**config.mk**
```make
export PLATFORM = sky130hd
export DESIGN_NAME = cfs_unit
export DESIGN_NICKNAME = d
export VERILOG_FILES = /design/src/rtl/cfs_pkg.sv /design/src/rtl/cfs_unit.sv
export SDC_FILE = /design/constraint.sdc
export NUM_CORES = 1
export LEC_CHECK = 0
export BUFFER_PORTS_ARGS = -buffer_cell sky130_fd_sc_hd__buf_2
export CORE_MARGIN = 2
export CORE_UTILIZATION = 50
export DETAILED_ROUTE_END_ITERATION = 10
export PLACE_DENSITY = 0.87
export SKIP_LAST_GASP = 1
export SLEW_MARGIN = 25
export SYNTH_ARGS = -nofsm -noshare
export SYNTH_HDL_FRONTEND = slang
export SYNTH_SLANG_ARGS = --single-unit
```
**constraint.sdc**
```tcl
create_clock -name sys_clk -period 2.5 [get_ports sys_clk]
set_input_delay 0.5 -clock sys_clk [delete_from_list [all_inputs] [get_ports sys_clk]]
set_output_delay 0.5 -clock sys_clk [all_outputs]
set_load 0.02 [all_outputs]
```
**src/rtl/cfs_pkg.sv**
```systemverilog
// package: opcodes, completion codes, reader modes and state encoding
package cfs_pkg;

   // ==========================================================
   // word layout
   localparam int WORD_W      = 36;
   localparam int OP_HI       = 35;
   localparam int OP_LO       = 30;
   localparam int OP_W        = 6;
   localparam int CODE_HI     = 35;
   localparam int CODE_LO     = 32;
   localparam int CODE_W      = 4;
   localparam int INTR_BIT    = 3;    // low bit of the upper octal digit

   // ==========================================================
   // operation codes, non-interrupting form (interrupting sets INTR_BIT)
   localparam logic [5:0] OP_TERMINATE   = 6'h13;  // octal 23
   localparam logic [5:0] OP_XFER_NOFEED = 6'h21;  // octal 41
   localparam logic [5:0] OP_XFER_FILL   = 6'h22;  // octal 42
   localparam logic [5:0] OP_FEED_ONE    = 6'h23;  // octal 43
   localparam logic [5:0] OP_RDR_XLATE   = 6'h32;  // octal 62
   localparam logic [5:0] OP_RDR_COLUMN  = 6'h33;  // octal 63
   localparam logic [5:0] OP_RDR_ROW     = 6'h34;  // octal 64

   // ==========================================================
   // completion codes in completion_code_field
   localparam logic [3:0] CC_SYNC_SEQ    = 4'h4;   // 0100
   localparam logic [3:0] CC_SYNC_CNT    = 4'h6;   // 0110
   localparam logic [3:0] CC_NORMAL      = 4'h8;   // 1000
   localparam logic [3:0] CC_ILLEGAL_OP  = 4'ha;   // 1010
   localparam logic [3:0] CC_CHECK       = 4'hb;   // 1011
   localparam logic [3:0] CC_INAPPROP    = 4'hc;   // 1100
   localparam logic [3:0] CC_ILLEGAL_CHR = 4'he;   // 1110
   localparam logic [3:0] CC_INTERLOCK   = 4'hf;   // 1111

   // ==========================================================
   // buffer and feed figures
   localparam logic [2:0] INPUT_AREA_CARDS = 3'h3;
   localparam logic [2:0] FILL_TOTAL       = 3'h4;  // area plus one
   localparam logic [2:0] OWED_RESET       = 3'h0;

   // ==========================================================
   // reader format modes and controller states
   typedef enum logic [1:0]
   {
      CFS_MODE_XLATE  = 2'h0,
      CFS_MODE_COLUMN = 2'h1,
      CFS_MODE_ROW    = 2'h2
   } cfs_mode_type;

   typedef enum logic [2:0]
   {
      CFS_IDLE   = 3'h0,
      CFS_XFER   = 3'h1,
      CFS_FEED   = 3'h3,
      CFS_REPORT = 3'h2,
      CFS_HALT   = 3'h6
   } cfs_state_type;

endpackage

```
**src/rtl/cfs_unit.sv**
```systemverilog
// card unit function interpreter and status word generator
//
// How it works
// - terminate ends any operation in progress
// - transfer errors held until transfer completes
// - transfer without feed sends one card
// - words per card follow reader format mode
// - transfer with fill refills three-card area
// - empty buffer fill feeds four cards
// - single feed stores card, no transfer
// - single feed with cards owed feeds one
// - translate mode persists until next format
// - column/row modes; clear restores translate
// - interrupting form always gives status word
// - non-interrupting form gives status on error
// - completion code in bits 35 to 32
// - sequence, counter, normal, illegal op codes
// - check, inappropriate, character, interlock codes
// - error code wins over normal completion, except on terminate
// - improper sequence reports inappropriate code
// - odd upper octal digit means interrupting
// - non-interrupting error waits for terminate
`timescale 1ns/1ps
`default_nettype none

module cfs_unit
   import cfs_pkg::*;
#(
   parameter int WCNT_W        = 7,
   parameter int WORDS_XLATE   = 14,
   parameter int WORDS_COLUMN  = 27,
   parameter int WORDS_ROW     = 27
)
(
   input  wire logic                sys_clk,
   input  wire logic                rst_b,
   input  wire logic                panel_clear,
   input  wire logic                fn_strobe,
   input  wire logic [WORD_W-1:0]   fn_word,
   output logic                     out_req,
   output logic                     attention,
   output logic [WORD_W-1:0]        status_word,
   input  wire logic                status_ack,
   input  wire logic [2:0]          buf_cards,
   output logic                     xfer_start,
   output logic [WCNT_W-1:0]        xfer_words,
   input  wire logic                xfer_done,
   output logic                     feed_req,
   input  wire logic                feed_done,
   input  wire logic                err_event,
   input  wire logic [CODE_W-1:0]   err_code,
   output logic [1:0]               reader_mode,
   output logic [2:0]               cards_owed
);

   // ==========================================================
   // elaboration checks
   if (WORDS_XLATE < 1 || WORDS_XLATE >= (1 << WCNT_W) ||
       WORDS_COLUMN < 1 || WORDS_COLUMN >= (1 << WCNT_W) ||
       WORDS_ROW < 1 || WORDS_ROW >= (1 << WCNT_W))
   begin : g_bad_words
      $error("word counts must be nonzero and fit WCNT_W bits");
   end

   // ==========================================================
   // state record
   typedef struct packed
   {
      cfs_state_type        state;
      cfs_mode_type         mode;
      logic [2:0]           owed;
      logic                 feed_busy;
      logic                 intr;
      logic                 err_pend;
      logic [CODE_W-1:0]    err_code;
      logic [CODE_W-1:0]    code;
      logic                 xfer_start;
      logic [WCNT_W-1:0]    words;
      logic                 feed_req;
   } cfs_regs_type;

   cfs_regs_type regs_ff;
   cfs_regs_type nxt_regs;

   // ==========================================================
   // helpers
   // words per card for a reader format
   function automatic logic [WCNT_W-1:0] words_for(input cfs_mode_type m);
      logic [WCNT_W-1:0] w;
      w = WCNT_W'(WORDS_XLATE);
      case (m)
         CFS_MODE_COLUMN : w = WCNT_W'(WORDS_COLUMN);
         CFS_MODE_ROW    : w = WCNT_W'(WORDS_ROW);
         default         : w = WCNT_W'(WORDS_XLATE);
      endcase
      return w;
   endfunction

   // strip the interrupt bit to get the basic operation
   function automatic logic [OP_W-1:0] base_op(input logic [OP_W-1:0] op);
      logic [OP_W-1:0] b;
      b = op;
      b[INTR_BIT] = 1'b0;
      return b;
   endfunction

   // ==========================================================
   // decode of the presented function word
   logic [OP_W-1:0]  op_code;
   logic [OP_W-1:0]  op_base;
   logic             op_intr;
   logic             is_term;
   logic             take_fn;

   assign op_code = fn_word[OP_HI:OP_LO];
   assign op_base = base_op(op_code);
   assign op_intr = op_code[INTR_BIT];
   assign is_term = fn_strobe && (op_base == OP_TERMINATE);
   assign take_fn = fn_strobe && (regs_ff.state == CFS_IDLE) && !is_term;

   // ==========================================================
   // next-state logic
   always_comb
   begin
      nxt_regs            = regs_ff;
      nxt_regs.xfer_start = 1'b0;
      nxt_regs.feed_req   = 1'b0;

      // external errors are latched; first one kept until reported or a terminate clears it
      if (err_event && !regs_ff.err_pend)
      begin
         nxt_regs.err_pend = 1'b1;
         nxt_regs.err_code = err_code;
      end

      // background card feeds against the owed counter
      if (feed_done && regs_ff.feed_busy)
      begin
         nxt_regs.feed_busy = 1'b0;
         if (regs_ff.owed != 3'h0)
         begin
            nxt_regs.owed = regs_ff.owed - 3'h1;
         end
      end
      else if (!regs_ff.feed_busy && regs_ff.owed != 3'h0)
      begin
         nxt_regs.feed_req  = 1'b1;
         nxt_regs.feed_busy = 1'b1;
      end

      case (regs_ff.state)
         CFS_IDLE :
         begin
            if (take_fn)
            begin
               nxt_regs.intr = op_intr;
               nxt_regs.code = CC_NORMAL;
               case (op_base)
                  OP_XFER_NOFEED :
                  begin
                     if (buf_cards == 3'h0)
                     begin
                        nxt_regs.code  = CC_INAPPROP;
                        nxt_regs.state = CFS_REPORT;
                     end
                     else
                     begin
                        nxt_regs.xfer_start = 1'b1;
                        nxt_regs.words = words_for(regs_ff.mode);
                        nxt_regs.state = CFS_XFER;
                     end
                  end
                  OP_XFER_FILL :
                  begin
                     // refill after taking one card; four when empty
                     nxt_regs.owed = (buf_cards >= FILL_TOTAL) ?
                                     3'h0 : FILL_TOTAL - buf_cards;
                     nxt_regs.xfer_start = 1'b1;
                     nxt_regs.words = words_for(regs_ff.mode);
                     nxt_regs.state = CFS_XFER;
                  end
                  OP_FEED_ONE :
                  begin
                     if (regs_ff.owed != 3'h0)
                     begin
                        nxt_regs.owed  = 3'h1;
                        nxt_regs.state = CFS_FEED;
                     end
                     else if (buf_cards >= INPUT_AREA_CARDS)
                     begin
                        nxt_regs.code  = CC_INAPPROP;
                        nxt_regs.state = CFS_REPORT;
                     end
                     else
                     begin
                        nxt_regs.owed  = 3'h1;
                        nxt_regs.state = CFS_FEED;
                     end
                  end
                  OP_RDR_XLATE, OP_RDR_COLUMN, OP_RDR_ROW :
                  begin
                     case (op_base)
                        OP_RDR_COLUMN : nxt_regs.mode = CFS_MODE_COLUMN;
                        OP_RDR_ROW    : nxt_regs.mode = CFS_MODE_ROW;
                        default       : nxt_regs.mode = CFS_MODE_XLATE;
                     endcase
                     nxt_regs.state = op_intr ? CFS_REPORT : CFS_IDLE;
                  end
                  default :
                  begin
                     nxt_regs.code  = CC_ILLEGAL_OP;
                     nxt_regs.state = CFS_REPORT;
                  end
               endcase
               // a latched or same-cycle error outranks a normal ending
               if ((regs_ff.err_pend || err_event) &&
                   nxt_regs.code == CC_NORMAL &&
                   nxt_regs.state != CFS_XFER && nxt_regs.state != CFS_FEED)
               begin
                  nxt_regs.code     = regs_ff.err_pend ?
                                      regs_ff.err_code : err_code;
                  nxt_regs.err_pend = 1'b0;
                  nxt_regs.state    = CFS_REPORT;
               end
            end
            else if (regs_ff.err_pend && !fn_strobe)
            begin
               // error from background feeding, reported on its own
               nxt_regs.code     = regs_ff.err_code;
               nxt_regs.err_pend = 1'b0;
               nxt_regs.state    = CFS_REPORT;
            end
         end
         CFS_XFER :
         begin
            if (xfer_done)
            begin
               if (regs_ff.err_pend || err_event)
               begin
                  // deferred error shown only now, beating normal
                  nxt_regs.code     = regs_ff.err_pend ?
                                      regs_ff.err_code : err_code;
                  nxt_regs.err_pend = 1'b0;
                  nxt_regs.state    = CFS_REPORT;
               end
               else
               begin
                  nxt_regs.code  = CC_NORMAL;
                  nxt_regs.state = regs_ff.intr ? CFS_REPORT : CFS_IDLE;
               end
            end
         end
         CFS_FEED :
         begin
            if (regs_ff.err_pend || err_event)
            begin
               nxt_regs.code     = regs_ff.err_pend ?
                                   regs_ff.err_code : err_code;
               nxt_regs.err_pend = 1'b0;
               nxt_regs.state    = CFS_REPORT;
            end
            else if (regs_ff.owed == 3'h0 && !regs_ff.feed_busy)
            begin
               nxt_regs.code  = CC_NORMAL;
               nxt_regs.state = regs_ff.intr ? CFS_REPORT : CFS_IDLE;
            end
         end
         CFS_REPORT :
         begin
            if (status_ack)
            begin
               // non-interrupting error: stay silent until terminate
               nxt_regs.state = (!regs_ff.intr && regs_ff.code != CC_NORMAL) ?
                                CFS_HALT : CFS_IDLE;
            end
         end
         CFS_HALT :
         begin
            nxt_regs.state = CFS_HALT;
         end
         default :
         begin
            nxt_regs.state = CFS_IDLE;
         end
      endcase

      // terminate is taken in every state and wins over all else
      if (is_term)
      begin
         nxt_regs.owed      = OWED_RESET;
         nxt_regs.feed_busy = 1'b0;
         nxt_regs.feed_req  = 1'b0;
         nxt_regs.xfer_start = 1'b0;
         // an error raised in the terminate cycle is kept, not lost
         nxt_regs.err_pend  = err_event;
         nxt_regs.err_code  = err_event ? err_code : nxt_regs.err_code;
         nxt_regs.intr      = op_intr;
         nxt_regs.code      = CC_NORMAL;
         nxt_regs.state     = op_intr ? CFS_REPORT : CFS_IDLE;
      end

      // panel clear restores translate format
      if (panel_clear)
      begin
         nxt_regs.mode = CFS_MODE_XLATE;
      end
   end

   // ==========================================================
   // state register; reset acts as the processor master clear
   always_ff @(posedge sys_clk)
   begin
      if (!rst_b)
      begin
         regs_ff.state      <= CFS_IDLE;
         regs_ff.mode       <= CFS_MODE_XLATE;
         regs_ff.owed       <= OWED_RESET;
         regs_ff.feed_busy  <= 1'b0;
         regs_ff.intr       <= 1'b0;
         regs_ff.err_pend   <= 1'b0;
         regs_ff.err_code   <= CC_NORMAL;
         regs_ff.code       <= CC_NORMAL;
         regs_ff.xfer_start <= 1'b0;
         regs_ff.words      <= '0;
         regs_ff.feed_req   <= 1'b0;
      end
      else
      begin
         regs_ff <= nxt_regs;
      end
   end

   // ==========================================================
   // outputs
   assign out_req     = (regs_ff.state == CFS_IDLE);
   assign attention   = (regs_ff.state == CFS_REPORT);
   assign status_word = {regs_ff.code, {(WORD_W-CODE_W){1'b0}}};
   assign xfer_start  = regs_ff.xfer_start;
   assign xfer_words  = regs_ff.words;
   assign feed_req    = regs_ff.feed_req;
   assign reader_mode = regs_ff.mode;
   assign cards_owed  = regs_ff.owed;

endmodule

`default_nettype wire

```
### After elaboration in Yosys (flattened, before gate mapping)

Index checks and enable logic that the tools add are counted.

* register bits after elaboration: 28
* latch bits: 0
* memory bits (writable): 0
* bits in read-only memories: 0
* input port bits: 51
* output and inout bits: 52
* word-level logic and storage cells: 141
* memories: 0

* add/sub/neg operators: 2
* $mul: 0
* divide/modulo/power cells: 0
* order comparisons: 2
* equality and inequality tests: 25
* shift-type cells: 0
* mux-type cells: 60
* bitwise operators: 3
* reduce and logical (&&, ||, !) cells: 38

Operators with widths (count)
* $mux 3: 21
* $mux 4: 11
* $eq 5x5->1 const B: 6
* $mux 8: 3
* $pmux 8 s2: 1
* $pmux 3 s5: 1
* $logic_and 1x1->1: 12
* $pmux 3 s4: 1
* $pmux 4 s3: 1
* $reduce_and 4->1: 3
* $mux 11: 1
* $mux 1: 10
* $mux 5: 2
* $logic_not 3->1: 3
* $ne 3x1->1 const B: 3
* $pmux 3 s3: 1
* $mux 2: 4
* $ne 4x4->1 const B: 2
* $reduce_or 4->1: 2
* $eq 3x2->1 const B: 2
* $ne 3x3->1 const B: 2
* $pmux 3 s2: 1
* $reduce_bool 2->1: 3
* $reduce_bool 3->1: 2
* other kinds (22): 32

### Longest topological paths before layout

* depth after elaboration: 14
* gate-level depth with buffers: 8
* depth with buffers taken out: 8

### Worst setup path after synthesis

Ideal clock, no wire load.

* path type: input-to-reg
* start: input port fn_word[32]
* end: register regs_ff, in the netlist status_word[35]
* library setup time: 119 ps
* arrival: 1594 ps
* required time: 2381 ps
* slack: 787 ps
* cell stages on the path: 7
* path buffers: 1
* cell sequence: buf_4 > nor3b_1 > o21bai_1 > o31a_1 > nand2b_1 > o22ai_1 > o21ai_1

* cells in the longest elaborated chain, start to end: 12
* elaborated cells on any way between the ends: 30
* classes of those cells: eq/ne: 11; mux: 9; reduce/logical: 10

RTL lines
* start, declared: RTL line cfs_unit.sv:39 `input wire logic [WORD_W-1:0] fn_word,`
* $eq 5x5->1: RTL line cfs_unit.sv:158 `case (op_base)`
* $reduce_or 4->1 (no line)
* $pmux 3 s3: RTL line cfs_unit.sv:158
* $mux 4: RTL line cfs_unit.sv:154 `if (take_fn)`
* $mux 4: RTL line cfs_unit.sv:151 `case (regs_ff.state)`
* $eq 4x4->1: RTL line cfs_unit.sv:217 `nxt_regs.code == CC_NORMAL &&`
* $logic_and 1x1->1: RTL line cfs_unit.sv:216 `if ((regs_ff.err_pend || err_event) &&`
* $logic_and 1x1->1: RTL line cfs_unit.sv:217
* $logic_and 1x1->1: RTL line cfs_unit.sv:218 `nxt_regs.state != CFS_XFER && nxt_regs.state != CFS_FEED)`
* $mux 4: RTL line cfs_unit.sv:216
* $mux 4: RTL line cfs_unit.sv:154
* $pmux 4 s3: RTL line cfs_unit.sv:151
* end signal, assigned: RTL line cfs_unit.sv:329 `regs_ff <= nxt_regs;`
* end, declared: RTL line cfs_unit.sv:82 `cfs_regs_type regs_ff;`

Several ways; a longest one is shown, not always the timed one. The select of a mux whose other input is x is not followed.
A chain may end at the register's enable or synchronous reset.

### Final worst setup path

* start: register regs_ff, in the netlist cards_owed[0]
* end: register regs_ff, in the netlist status_word[33]

* cells in the longest elaborated chain, start to end: 12
* elaborated cells on any way between the ends: 22
* classes of those cells: eq/ne: 4; mux: 11; reduce/logical: 7

RTL lines
* $reduce_bool 3->1: RTL line cfs_unit.sv:184 `if (regs_ff.owed != 3'h0)`
* $mux 3: RTL line cfs_unit.sv:184
* $pmux 3 s3: RTL line cfs_unit.sv:158
* $mux 4: RTL line cfs_unit.sv:154
* $mux 4: RTL line cfs_unit.sv:151
* $eq 4x4->1: RTL line cfs_unit.sv:217
* $logic_and 1x1->1: RTL line cfs_unit.sv:216
* $logic_and 1x1->1: RTL line cfs_unit.sv:217
* $logic_and 1x1->1: RTL line cfs_unit.sv:218
* $mux 4: RTL line cfs_unit.sv:216
* $mux 4: RTL line cfs_unit.sv:154
* $pmux 4 s3: RTL line cfs_unit.sv:151

Several ways; a longest one is shown, not always the timed one. The select of a mux whose other input is x is not followed.

==> qor.csv <==
stage,metric,value,unit
flow_run,max_cap_violations,0,
synth,synth.avg_cell_area,7.84,sq um
setup_path,startpoint,cards_owed[0]$_SDFF_PP0_,
sta,period_share,0.816,
synth,synth-compound-area-share,0.201,
global_route,gr-usage-all-layers,0.193,
synth,syn_inst,258,
final_layout,n_antenna_cell,0,
floorplanning,initial_core_util,0.513,
final_layout,fin_nets,335,
clock_network,clock_latency,0.27,ns
synth,yosys_warnings,0,
clock_network,tritoncts,yes,
final_layout,fin_cells,327,
pwr,p_per_area,683,mW/mm^2
sta,slew_headroom,0.577,
place,dp_cells,323,
synth,synth_top_family_by_area,simple AND/OR/NAND/NOR gates,
synth,synth_largest_area_cell,dfxtp_1,
floorplanning,die_w,67.6,um
pwr,p_int,863,uW
floorplanning,core,0.00394,sq mm
clock_network,clkTransAtPathRegs,0.09,ns
setup_path,cp-endpoint,status_word[33]$_SDFFE_PP0P_,
pwr,vdd_ir_drop_max,0.353,mV
final_layout,syn2layout_area_growth,2.47,%
setup_path,r2r-start,cards_owed[0]$_SDFF_PP0_,
setup_path,cp.required,2.70,ns
synth,yosysMostFrequentCell,buf_4,
clock_network,cts.sinks,24,
synth,yosysTopAreaCellShare,0.237,
sta,tns,0,ns
clock_network,clock_path_buffers,2,
synth,synth_simple_gate_area_share,0.249,
synth,yosys-top-cells-count,"buf_4, dfxtp_1, nor2_1, nand2_1",
floorplanning,fp.dieArea,0.00457,sq mm
global_route,grt_overflow,0,
synth,synth_xor_area_frac,0.00866,
place,portBuffers,38,
synth,muxShareOfSynthArea,0.0458,
pwr,switching_power,554,uW
setup_path,cp-start-kind,flop,
global_route,grt_max_degree,17,
setup_path,reg2regPathDepth,8,
sta,finalSetupViolCount,0,
sta,hold_slack,0.428,ns
detailed_routing,drc,0,
setup_path,worstReg2RegEnd,status_word[33]$_SDFFE_PP0P_,
synth,synth_edf_count,0,
sta,fin_worst_skew,0.00797,ns
detailed_routing,num_vias,1769,
global_route,grt_pass1_vias,1575,
global_route,grt_antenna_before_repair,0,
place,dp_hpwl,3.22,mm
clock_network,root_buffer,clkbuf_8,
global_route,grt_pass1_wl,6.80,mm
setup_path,worstSetupEndpointType,flop,
setup_path,crit_arrival,2.24,ns
detailed_routing,wl_per_cell,12.5,um
sta,worst_pin_slew,0.628,ns
sta,finalMaxSlewViolations,0,
pwr,power_switching_share,0.391,
sta,hold_viol,0,
detailed_routing,drtIter0Drc,106,
pwr,p_leak,0.000949,uW
synth,ys_types,54,
clock_network,h-tree-depth,1,
pwr,clkPwrFrac,0.241,
synth,ys.flop_type,dfxtp_1,
clock_network,cts_inserted_buffers,3,
sta,max_freq,490,MHz
sta,rsz0062_at_grt,no,
detailed_routing,ant_nets,0,
synth,synthTopCellsByArea,"dfxtp_1, buf_4, nor2_1, ha_1, a21oi_1",
sta,fin_crit,2.04,ns
place,gp_congestion,0.927,
detailed_routing,vias_per_cell,5.41,
clock_network,post_cts_resized,0,
setup_path,reg2reg_slack,0.46,ns
clock_network,cts_hold_buf,0,
setup_path,critPathKind,reg -> reg,
synth,syn_area,0.00202,sq mm
detailed_routing,firstDrtPassIters,4,
synth,synth.yosys.seq_area_share,0.237,
detailed_routing,routed_wl,4.08,mm
clock_network,post_cts_buffers,0,
floorplanning,ioPinCount,103,
pwr,power_frac_comb,0.401,
synth,synthArstFlopShare,0,
pwr,sequentialPowerShare,0.359,
synth,ys_ff_latch,24,
min_path,hold_class,in -> reg,
synth,synthAdderAreaFrac,0.0371,
setup_path,crit_fanout,5,
final_layout,drive_gt1_frac,0.202,
status,status,finished clean,
floorplanning,dieHeight,67.6,um
floorplanning,rows,23,
==> metal layers <==
metal	GRT usage	vias to the layer above	wire length [um]
li1	-	865	-
met1	0.243	811	1720
met2	0.325	86	1950
met3	0.0367	7	356
met4	0.0689	0	54
met5	0	-	0
==> placed cells by master (no fill, tap or decap), types with 7 or more instances in the layout <==
cell and n:
nand2_1 15, inv_1 10, a21oi_1 14, mux2i_1 7
nor2b_1 11, dfxtp_1 24, o21ai_0 14, nand3_1 8
buf_2 38, conb_1 34, nor2_1 23
==> cells by family after synthesis <==
group,Yosys count
muxes,9
DFF,24
AOI/OAI and AO/OA,62
buffers and inverters,67
xor gates and xnor gates,2
and+or+nand+nor,87
adders and majority gates,6
other,1
==> critical path: stages, from the launching register on <==
cell and delay [ns]:
dfxtp_1 0.37, inv_1 0.08, ha_1 0.21, nand2b_1 0.16, o21ai_0 0.15, a21boi_0 0.56
a211o_1 0.25, nand3_1 0.12, o31ai_2 0.08
==> sequential cells by signal, indices dropped and copies added (netlist names) <==
name	cells
status_word	4
reader_mode	2
cards_owed	3
xfer_start	1
xfer_words	3
feed_req	1
regs_ff	10
==> power groups by stage <==
| stage | Sequential, uW | Combinational [uW] | Clock, uW |
|---|---|---|---|
| after global placement | 514 | 548 | 0 |
| after CTS | 507 | 564 | 349 |
| after floorplan | 470 | 547 | 0 |
| final | 508 | 568 | 341 |
| after global routing | 517 | 627 | 361 |
| after detailed placement | 516 | 561 | 0 |
==> per-stage QoR <==
| step | power, uW | cell area, sq um | worst slack [ns] | util |
|---|---|---|---|---|
| 6_report | 1420 | 2070 | 0.459 | 0.526 |
| 5_1_grt | 1510 | 2070 | 0.287 | 0.526 |
| 4_1_cts | 1420 | 2070 | 0.491 | 0.526 |
| 3_5_place_dp | 1080 | 2000 | 0.444 | 0.508 |
| 3_3_place_gp | 1060 | 2000 | 0.483 | 0.508 |
| 2_1_floorplan | 1020 | 2150 | 0.787 | - |
==> area by class of cell <==
class,count,area (sq um)
flip-flops and latches,24,480
multi-input cells,200,1220
fillers,394,1870
well taps,50,62.6
clock inverters,1,30.0
clock buffers,3,41.3
repair buffers,39,198
inverters,10,37.5
==> how the worst min path moves through the flow <==
stage	to	from	cells after the start
after floorplan	regs_ff[16]$_SDFF_PN1_	regs_ff[16]$_SDFF_PN1_	2
after global placement	regs_ff[16]$_SDFF_PN1_	regs_ff[16]$_SDFF_PN1_	2
after detailed placement	regs_ff[16]$_SDFF_PN1_	regs_ff[16]$_SDFF_PN1_	2
after CTS	regs_ff[19]$_SDFFE_PP0P_	feed_done	2
after global routing	regs_ff[19]$_SDFFE_PP0P_	feed_done	2
final	regs_ff[19]$_SDFFE_PP0P_	feed_done	2
(Power assumes the default switching activity.)
